File: config.mk
export PLATFORM = sky130hd
export DESIGN_NAME = ppc_port
export DESIGN_NICKNAME = d
export VERILOG_FILES = /design/src/ppc_pkg.sv /design/src/ppc_port.sv
export VERILOG_INCLUDE_DIRS = /design/src
export SDC_FILE = /design/constraint.sdc
export NUM_CORES = 1
export LEC_CHECK = 0
export BUFFER_PORTS_ARGS = -buffer_cell sky130_fd_sc_hd__buf_2
export CAP_MARGIN = 5
export CORE_MARGIN = 2
export CORE_UTILIZATION = 45
export CTS_CLUSTER_SIZE = 8
export DETAILED_ROUTE_END_ITERATION = 10
export GPL_ROUTABILITY_DRIVEN = 0
export HOLD_SLACK_MARGIN = 0.1
export PLACE_DENSITY = 0.69
export SKIP_CTS_REPAIR_TIMING = 1
export SLEW_MARGIN = 40
export SYNTH_ARGS = -nofsm -noshare
export SYNTH_HDL_FRONTEND = slang
export SYNTH_SLANG_ARGS = --single-unit
File: constraint.sdc
create_clock -name pclk -period 7 [get_ports pclk]
set_input_delay 1.05 -clock pclk [delete_from_list [all_inputs] [get_ports pclk]]
set_output_delay 1.05 -clock pclk [all_outputs]
set_load 0.005 [all_outputs]
File: src/ppc_params.svh
// Constants of the receipt printer parallel port and switch decoder.
// Assumes a 200 MHz pclk; included by the port module.
`ifndef PPC_PARAMS_SVH
`define PPC_PARAMS_SVH
`define PPC_CLK_PERIOD_NS 5
`define PPC_T_MIN_NS      500
`define PPC_T_MIN_CYC     ((`PPC_T_MIN_NS + `PPC_CLK_PERIOD_NS - 1) / `PPC_CLK_PERIOD_NS)
`define PPC_T4_MAX_NS     270
`define PPC_T4_MAX_CYC    (`PPC_T4_MAX_NS / `PPC_CLK_PERIOD_NS)
`define PPC_T5_TYP_NS     2300
`define PPC_T5_CYC        (`PPC_T5_TYP_NS / `PPC_CLK_PERIOD_NS)
`define PPC_T6_MIN_MS     500
`define PPC_T6_CYC        ((`PPC_T6_MIN_MS * 1000000 + 4) / `PPC_CLK_PERIOD_NS)
`define PPC_RST_MIN_MS    1
`define PPC_RST_CYC       ((`PPC_RST_MIN_MS * 1000000 + 4) / `PPC_CLK_PERIOD_NS)
`define PPC_OFF_CTRL      8'h00
`define PPC_OFF_STATUS    8'h04
`define PPC_OFF_DATA      8'h08
`define PPC_OFF_CFG_A     8'h0c
`define PPC_OFF_CFG_B     8'h10
`define PPC_CTRL_ALARM    0
`define PPC_ST_OVERRUN    6
`define PPC_SWA_COLS      4
`define PPC_COLS_WIDE     6'h2c
`define PPC_COLS_NARROW   6'h2a
`define PPC_BAUD_BASE     15'h0096
`endif

File: src/ppc_pkg.sv
// Types of the receipt printer parallel port.
// Uses nothing from ppc_params.svh; the widths that it shares with the port are written out here.
package ppc_pkg;
  typedef enum logic [2:0]
  {
    ppc_st_init = 3'b000,
    ppc_st_idle = 3'b001,
    ppc_st_hold = 3'b010,
    ppc_st_ack  = 3'b011,
    ppc_st_hrst = 3'b100
  } ppc_state_t;

  typedef struct packed {
    ppc_state_t  state;
    logic        strobe_q;
    logic        busy;
    logic        ack_n;
    logic [7:0]  data;
    logic        byte_valid;
    logic        overrun;
    logic [31:0] cnt;
    logic [31:0] rst_cnt;
    logic        alarm;
    logic        media;
    logic        drawer;
    logic        ctrl_alarm;
    logic [8:0]  cfg_a;
    logic [7:0]  cfg_b;
    logic [31:0] prdata;
  } ppc_regs_t;
endpackage : ppc_pkg

File: src/ppc_port.sv
// Parallel host input port with busy/request handshake, status pins,
// switch-bank decoding and an APB register file.
// Assumes every input is synchronous to pclk and switch high means on, except bank A switch 1 (cover detect), which is on when low.
`include "ppc_params.svh"

module ppc_port #(
  parameter int unsigned POR_WAIT_CYCLES = `PPC_T6_CYC,
  parameter int unsigned HRST_MIN_CYCLES = `PPC_RST_CYC,
  parameter int unsigned ACK_CYCLES      = `PPC_T5_CYC
) (
  // Clock and reset
  input  wire logic        pclk,
  input  wire logic        presetn,
  // APB slave
  input  wire logic [7:0]  paddr,
  input  wire logic        psel,
  input  wire logic        penable,
  input  wire logic        pwrite,
  input  wire logic [31:0] pwdata,
  output logic [31:0]      prdata,
  output logic             pready,
  output logic             pslverr,
  // Parallel host pins
  input  wire logic [7:0]  host_data,
  input  wire logic        data_strobe_n,
  input  wire logic        host_reset_n,
  output logic             busy,
  output logic             byte_request_n,
  output logic             alarm_out_n,
  output logic             media_out_flag,
  output logic             drawer_status,
  // Printer sensors
  input  wire logic        alarm_sense,
  input  wire logic        paper_end_sense,
  input  wire logic        paper_near_end_sense,
  input  wire logic        drawer_open_sense,
  // Configuration switches
  input  wire logic [9:0]  switch_bank_a,
  input  wire logic [7:0]  switch_bank_b,
  input  wire logic        serial_fitted,
  // Decoded printer settings
  output logic             cutter_enable,
  output logic             cover_detect_enable,
  output logic             cr_as_line_feed,
  output logic [5:0]       print_columns,
  output logic [2:0]       charset_code,
  output logic [1:0]       density_code,
  // Decoded serial settings
  output logic             serial_seven_bits,
  output logic             serial_parity_enable,
  output logic             serial_parity_even,
  output logic             serial_xon_xoff,
  output logic [2:0]       serial_baud_code,
  output logic [14:0]      serial_baud_rate
);

  // ---------------------------------------------------------------
  // Elaboration checks
  // ---------------------------------------------------------------
  // The request pulse must cover the least handshake interval, and the
  // one-cycle answer to a strobe must fit inside the longest response.
  if (ACK_CYCLES < `PPC_T_MIN_CYC)
  begin : g_bad_ack
    $error("ACK_CYCLES shorter than the least handshake interval");
  end
  if (`PPC_T4_MAX_CYC < 1)
  begin : g_bad_t4
    $error("response limit below one clock cycle");
  end
  if (POR_WAIT_CYCLES < 2 || HRST_MIN_CYCLES < 1)
  begin : g_bad_cnt
    $error("wait counts must be at least two and one cycles");
  end

  localparam ppc_pkg::ppc_regs_t RST_VAL = '{
    state:    ppc_pkg::ppc_st_init,
    strobe_q: 1'b1,
    busy:     1'b1,
    ack_n:    1'b1,
    default:  '0
  };

  ppc_pkg::ppc_regs_t q;
  ppc_pkg::ppc_regs_t next_q;

  logic stb_fall;
  logic apb_setup;
  logic apb_wr;
  logic apb_rd;
  logic addr_hit;
  logic hrst_hit;
  logic [31:0] rd_mux;

  // ---------------------------------------------------------------
  // Bus decode
  // ---------------------------------------------------------------
  assign stb_fall  = q.strobe_q & ~data_strobe_n;
  assign apb_setup = psel & ~penable;
  assign apb_wr    = psel & penable & pwrite;
  assign apb_rd    = psel & penable & ~pwrite;
  assign hrst_hit  = ~host_reset_n && (q.rst_cnt >= 32'(HRST_MIN_CYCLES - 1));

  always_comb
  begin
    addr_hit = 1'b1;
    rd_mux   = 32'h0;
    case (paddr)
      `PPC_OFF_CTRL:   rd_mux = {31'h0, q.ctrl_alarm};
      `PPC_OFF_STATUS: rd_mux = {25'h0, q.overrun, q.drawer, q.media, q.alarm,
                                 (q.state != ppc_pkg::ppc_st_init), q.byte_valid,
                                 q.busy};
      `PPC_OFF_DATA:   rd_mux = {24'h0, q.data};
      `PPC_OFF_CFG_A:  rd_mux = {23'h0, q.cfg_a};
      `PPC_OFF_CFG_B:  rd_mux = {24'h0, q.cfg_b};
      default:         addr_hit = 1'b0;
    endcase
  end

  // ---------------------------------------------------------------
  // Next state
  // ---------------------------------------------------------------
  always_comb
  begin
    next_q          = q;
    next_q.strobe_q = data_strobe_n;
    next_q.alarm    = alarm_sense | q.ctrl_alarm;
    next_q.media    = paper_end_sense | paper_near_end_sense;
    next_q.drawer   = drawer_open_sense;

    // Read data is latched in the setup phase so that it leaves a flop.
    if (apb_setup)
    begin
      next_q.prdata = rd_mux;
    end
    if (apb_wr && paddr == `PPC_OFF_CTRL)
    begin
      next_q.ctrl_alarm = pwdata[`PPC_CTRL_ALARM];
    end
    if (apb_wr && paddr == `PPC_OFF_STATUS && pwdata[`PPC_ST_OVERRUN])
    begin
      next_q.overrun = 1'b0;
    end

    // The reset pin only counts as a reset once it is held long enough.
    if (!host_reset_n)
    begin
      if (q.rst_cnt != 32'hffffffff)
      begin
        next_q.rst_cnt = q.rst_cnt + 32'h1;
      end
    end
    else
    begin
      next_q.rst_cnt = 32'h0;
    end

    // A strobe while busy is lost; the flag records it, set over clear.
    if (stb_fall && q.busy)
    begin
      next_q.overrun = 1'b1;
    end

    if (hrst_hit)
    begin
      next_q.state      = ppc_pkg::ppc_st_hrst;
      next_q.busy       = 1'b1;
      next_q.ack_n      = 1'b1;
      next_q.byte_valid = 1'b0;
      next_q.overrun    = 1'b0;
      next_q.ctrl_alarm = 1'b0;
      next_q.alarm      = alarm_sense;
    end
    else if (q.alarm)
    begin
      // The handshake state and counter are frozen and busy is held high while the alarm lasts.
      next_q.busy = 1'b1;
    end
    else
    begin
      case (q.state)
        ppc_pkg::ppc_st_init:
        begin
          next_q.busy = 1'b1;
          next_q.cnt  = q.cnt + 32'h1;
          if (q.cnt == 32'(POR_WAIT_CYCLES - 1))
          begin
            next_q.state = ppc_pkg::ppc_st_idle;
            next_q.busy  = 1'b0;
            next_q.cnt   = 32'h0;
          end
        end
        ppc_pkg::ppc_st_idle:
        begin
          next_q.busy = 1'b0;
          if (stb_fall)
          begin
            next_q.data       = host_data;
            next_q.byte_valid = 1'b1;
            next_q.busy       = 1'b1;
            next_q.state      = ppc_pkg::ppc_st_hold;
          end
        end
        ppc_pkg::ppc_st_hold:
        begin
          next_q.busy = 1'b1;
          if (apb_rd && paddr == `PPC_OFF_DATA)
          begin
            next_q.byte_valid = 1'b0;
            next_q.ack_n      = 1'b0;
            next_q.cnt        = 32'h0;
            next_q.state      = ppc_pkg::ppc_st_ack;
          end
        end
        ppc_pkg::ppc_st_ack:
        begin
          next_q.busy = 1'b1;
          next_q.cnt  = q.cnt + 32'h1;
          if (q.cnt == 32'(ACK_CYCLES - 1))
          begin
            // The pulse ends in the cycle in which busy falls.
            next_q.ack_n = 1'b1;
            next_q.busy  = 1'b0;
            next_q.cnt   = 32'h0;
            next_q.state = ppc_pkg::ppc_st_idle;
          end
        end
        ppc_pkg::ppc_st_hrst:
        begin
          next_q.busy = 1'b1;
          if (host_reset_n)
          begin
            next_q.busy  = 1'b0;
            next_q.state = ppc_pkg::ppc_st_idle;
          end
        end
        default:
        begin
          next_q.state = ppc_pkg::ppc_st_init;
          next_q.busy  = 1'b1;
          next_q.cnt   = 32'h0;
        end
      endcase
    end

    // Switches are followed only in the reset states, then held.
    if (next_q.state == ppc_pkg::ppc_st_init || next_q.state == ppc_pkg::ppc_st_hrst)
    begin
      next_q.cfg_a = {switch_bank_a[9:8],
                      switch_bank_a[7:5],
                      switch_bank_a[`PPC_SWA_COLS],
                      switch_bank_a[2],
                      ~switch_bank_a[1],
                      switch_bank_a[0]};
      next_q.cfg_b = serial_fitted ? {1'b1, switch_bank_b[6:0]} : 8'h00;
    end
  end

  always_ff @(posedge pclk or negedge presetn)
  begin
    if (!presetn)
    begin
      q <= RST_VAL;
    end
    else
    begin
      q <= next_q;
    end
  end

  // ---------------------------------------------------------------
  // Outputs
  // ---------------------------------------------------------------
  assign prdata               = q.prdata;
  assign pready               = psel & penable;
  assign pslverr              = psel & penable & ~addr_hit;
  assign busy                 = q.busy;
  assign byte_request_n       = q.ack_n;
  assign alarm_out_n          = ~q.alarm;
  assign media_out_flag       = q.media;
  assign drawer_status        = q.drawer;
  assign cutter_enable        = q.cfg_a[0];
  assign cover_detect_enable  = q.cfg_a[1];
  assign cr_as_line_feed      = q.cfg_a[2];
  assign print_columns        = q.cfg_a[3] ? `PPC_COLS_WIDE : `PPC_COLS_NARROW;
  assign charset_code         = q.cfg_a[6:4];
  assign density_code         = q.cfg_a[8:7];
  assign serial_seven_bits    = q.cfg_b[0];
  assign serial_parity_enable = q.cfg_b[1];
  assign serial_parity_even   = q.cfg_b[2];
  assign serial_xon_xoff      = q.cfg_b[3];
  assign serial_baud_code     = q.cfg_b[6:4];
  assign serial_baud_rate     = 15'(`PPC_BAUD_BASE << q.cfg_b[6:4]);

  logic [31:0] ack_len;

  // Counts the running cycles of the request pulse; an alarm halts it.
  always_ff @(posedge pclk or negedge presetn)
  begin
    if (!presetn)
    begin
      ack_len <= 32'h0;
    end
    else
    begin
      ack_len <= byte_request_n ? 32'h0 : ack_len + {31'h0, ~q.alarm};
    end
  end
endmodule : ppc_port

==> flow_metrics.py <==
metrics = {
    "run_status": {
        "outcome": "finished clean",
    },
    "synth": {
        "synth.top_cells.by_area": "dfrtp_1 43%, buf_4 5.7%, nor2_1 4.4%, nand2_1 3.4%, o31ai_2 3.2%",
        "synth-xor-area-share_pct": 3.62,
        "ys_seq_area_share_pct": 43.8,
        "synth_edf_count": 0,
        "yosys.area.top_type": "dfrtp_1",
        "yosysWarnings": 0,
        "synthTopCellsByCount": "107 x dfrtp_1, 74 x nor2_1, 57 x nand2_1",
        "synth_area_mm2": 0.00629,
        "synth.most_common_cell": "dfrtp_1",
        "synth-simple-area-share_pct": 21.5,
        "ys_seq_elements": 110,
        "netlist.area_leader.share_pct": 42.6,
        "ys_types": 59,
        "async_flop_share_pct": 100,
        "synth_fa_ha_area_share_pct": 1.19,
        "synth-main-ff-cell": "dfrtp_1",
        "synth_compound_area_share_pct": 15.8,
        "syn_avg_cell_area_um2": 9.29,
        "syn_inst": 677,
        "synth_top_family_by_area": "simple AND/OR/NAND/NOR gates",
        "synth_mux_area_share_pct": 4.80,
    },
    "power": {
        "ir_worst_vdd_uv": 169,
        "p_switching_uw": 615,
        "swShare_pct": 32.8,
        "p_clk_share_pct": 28.4,
        "p_per_area_mw_per_mm2": 271,
        "seqPwrFrac_pct": 44.2,
        "internal_power_uw": 1260,
        "power_frac_comb_pct": 27.3,
        "p_leak_uw": 0.00301,
    },
    "timing": {
        "max_freq_ghz": 0.287,
        "setup_tns_ps": 0,
        "skew_ps": 9.81,
        "period_minus_slack_ps": 3490,
        "slew_headroom_pct": 46.8,
        "rsz0062_at_grt": "false",
        "worstMarginPinSlew_ps": 795,
        "hold_violations": 0,
        "setup_viol": 0,
        "maxSlewViolCount": 0,
        "period_share_pct": 49.8,
    },
    "placed_design": {
        "dp_hpwl_mm": 10.2,
        "port_buffers": 92,
        "placed_area_mm2": 0.00661,
    },
    "floorplan": {
        "dieWidth_um": 122,
        "die_y_um": 122,
        "start_util_pct": 45.6,
        "io_pins": 153,
        "core_area_mm2": 0.0138,
        "dieArea_mm2": 0.0149,
        "rows": 43,
    },
    "finish": {
        "final_util_pct": 50.3,
        "stdcell_area_mm2": 0.00693,
        "finalNetCount": 818,
        "drive_above_1_share_pct": 20.0,
        "syn_to_final_growth_pct": 10.3,
        "diodes": 0,
    },
    "cts": {
        "root_buffer": "clkbuf_16",
        "cts.clk_slew.worst_paths_ps": 70,
        "ctsHtreeMaxLevel": 3,
        "cts_buffers": 9,
        "clkLatencyLatePin_ps": 340,
        "clockBufferDepth": 2,
        "cts_tree": "built",
        "cts_num_sinks": 110,
    },
    "setup_path": {
        "critPathLaunchType": "input port",
        "critPathArrivalTime_ps": 3710,
        "cp_slowest_cell": "or3_1",
        "cp_num_buf_inv": 3,
        "crit_required_ps": 7220,
        "cp_top_family": "simple AND/OR/NAND/NOR gates",
        "worst_setup_path_end_kind": "register",
        "cp_cell_sequence": "buf_2 > or3_1 > nand2b_1 > nor2_1 > nor3_1 > or3_1 > buf_4 > or2_1 > buf_4 > o41ai_1",
        "slowest_delay_ps": 400,
        "cp_max_fo": 36,
        "worstSetupPathType": "input port to register",
    },
    "global_route": {
        "antenna_found_initial": 0,
        "overflow": 0,
        "grt_pass1_vias": 4808,
        "grt_max_degree": 85,
        "gr-usage-all-layers_pct": 19.5,
        "grt_pass1_wl_mm": 23.5,
    },
    "route": {
        "drtIter0Drc": 605,
        "met2WireLength_mm": 6.89,
        "ant_nets": 0,
        "vias_per_cell": 5.65,
        "wire_per_inst_um": 15.8,
        "top_layer": "met4",
        "drc_errors": 0,
        "wl_met3_um": 825,
        "wl_met1_mm": 6.55,
        "via_count": 5192,
        "drt-total-wl_mm": 14.5,
        "drt_pre_antenna_iters": 5,
    },
    "worst_hold_path": {
        "hold_path_class": "register to register",
    },
    "flow_run": {
        "maxCapViolations": 0,
    },
}
[kinds of logic (layout without fill, tap and decap cells)]
kind of cell	Yosys count	in the layout
adders and majority gates	6	6
xor gates and xnor gates	26	26
other	2	28
muxes	28	28
DFF	110	110
buffers and inverters	95	131
and+or+nand+nor	270	270
AOI/OAI and AO/OA	140	140
[flip-flops by register name, indices dropped and copies added, names as in the netlist]
name	count
cr_as_line_feed	1
q	82
serial_parity_even	1
serial_parity_enable	1
media_out_flag	1
serial_seven_bits	1
prdata	9
cutter_enable	1
cover_detect_enable	1
serial_baud_code	3
serial_xon_xoff	1
busy	1
drawer_status	1
density_code	2
byte_request_n	1
charset_code	3
[metrics by stage]
| step | total power (uW) | worst slack [ps] | hold slack [ps] | cells |
|---|---|---|---|---|
| floorplan | 1210 | 3890 | 451 | 703 |
| global placement | 1330 | 3270 | 457 | 903 |
| detailed placement | 1360 | 3200 | 470 | 903 |
| CTS | 1890 | 3540 | 486 | 919 |
| global route | 2000 | 3330 | 506 | 919 |
| finish | 1880 | 3510 | 483 | 919 |
[layer usage]
layer / up-vias / GRT usage, %
li1: 2467 / -
met1: 2530 / 25.8
met2: 178 / 32.7
met3: 17 / 2.34
met4: 0 / 7.47
met5: - / 0
[area by class of cell]
type | count | area, um2
Clock buffer | 12 | 267
Multi-Input combinational cell | 498 | 3060
Sequential cell | 110 | 2760
Clock inverter | 4 | 51.3
Timing Repair Buffer | 96 | 499
Fill cell | 1254 | 6840
Inverter | 19 | 71.3
Tap cell | 180 | 225
[final timing paths]
kind / startpoint / end / slack, ps / cells past startpoint
worst max register to register: q[53] / q[107] / 3560 / 10
max in group asynchronous: presetn / q[115] / 5370 / 2
min in group asynchronous: presetn / density_code[1] / 610 / 1
worst max-delay path: paddr[1] / q[107] / 3510 / 10
worst min register to register: prdata[7] / prdata[7] / 480 / 2
worst min-delay path: prdata[7] / prdata[7] / 480 / 2
[layout by cell type (no fill, tap or decap), types with 10 or more instances in the layout]
cell type | synthesis | routed
xor2_1 | 20 | 20
dfrtp_1 | 107 | 107
nor4_1 | 16 | 14
o31ai_2 | 16 | 16
inv_1 | 19 | 19
nor3_1 | 15 | 15
a21oi_1 | 19 | 19
o21ai_1 | 27 | 27
nor2b_1 | 10 | 10
nor2_1 | 74 | 74
nand2_1 | 57 | 57
nand3_1 | 25 | 25
o21ai_0 | 35 | 35
buf_2 | 3 | 91
nand4_1 | 20 | 20
conb_1 | 2 | 28
mux2i_1 | 11 | 11
[power groups by stage]
stage	registers (uW)	clock network [uW]	logic [uW]
2_1_floorplan	802	0	404
3_3_place_gp	838	0	497
3_5_place_dp	844	0	513
4_1_cts	832	546	515
5_1_grt	847	573	579
6_report	831	534	514
[worst register-to-register path: stages, from the launching register on]
cell      delay (ps)
dfrtp_1          410
ha_1             240
nand2_1          130
nor2_1            80
o41ai_1          430
a311oi_2         330
or3_1            430
buf_4            250
or2_1            370
buf_4            280
o41ai_1          360
Note: power is estimated with default switching activity, not from simulation.
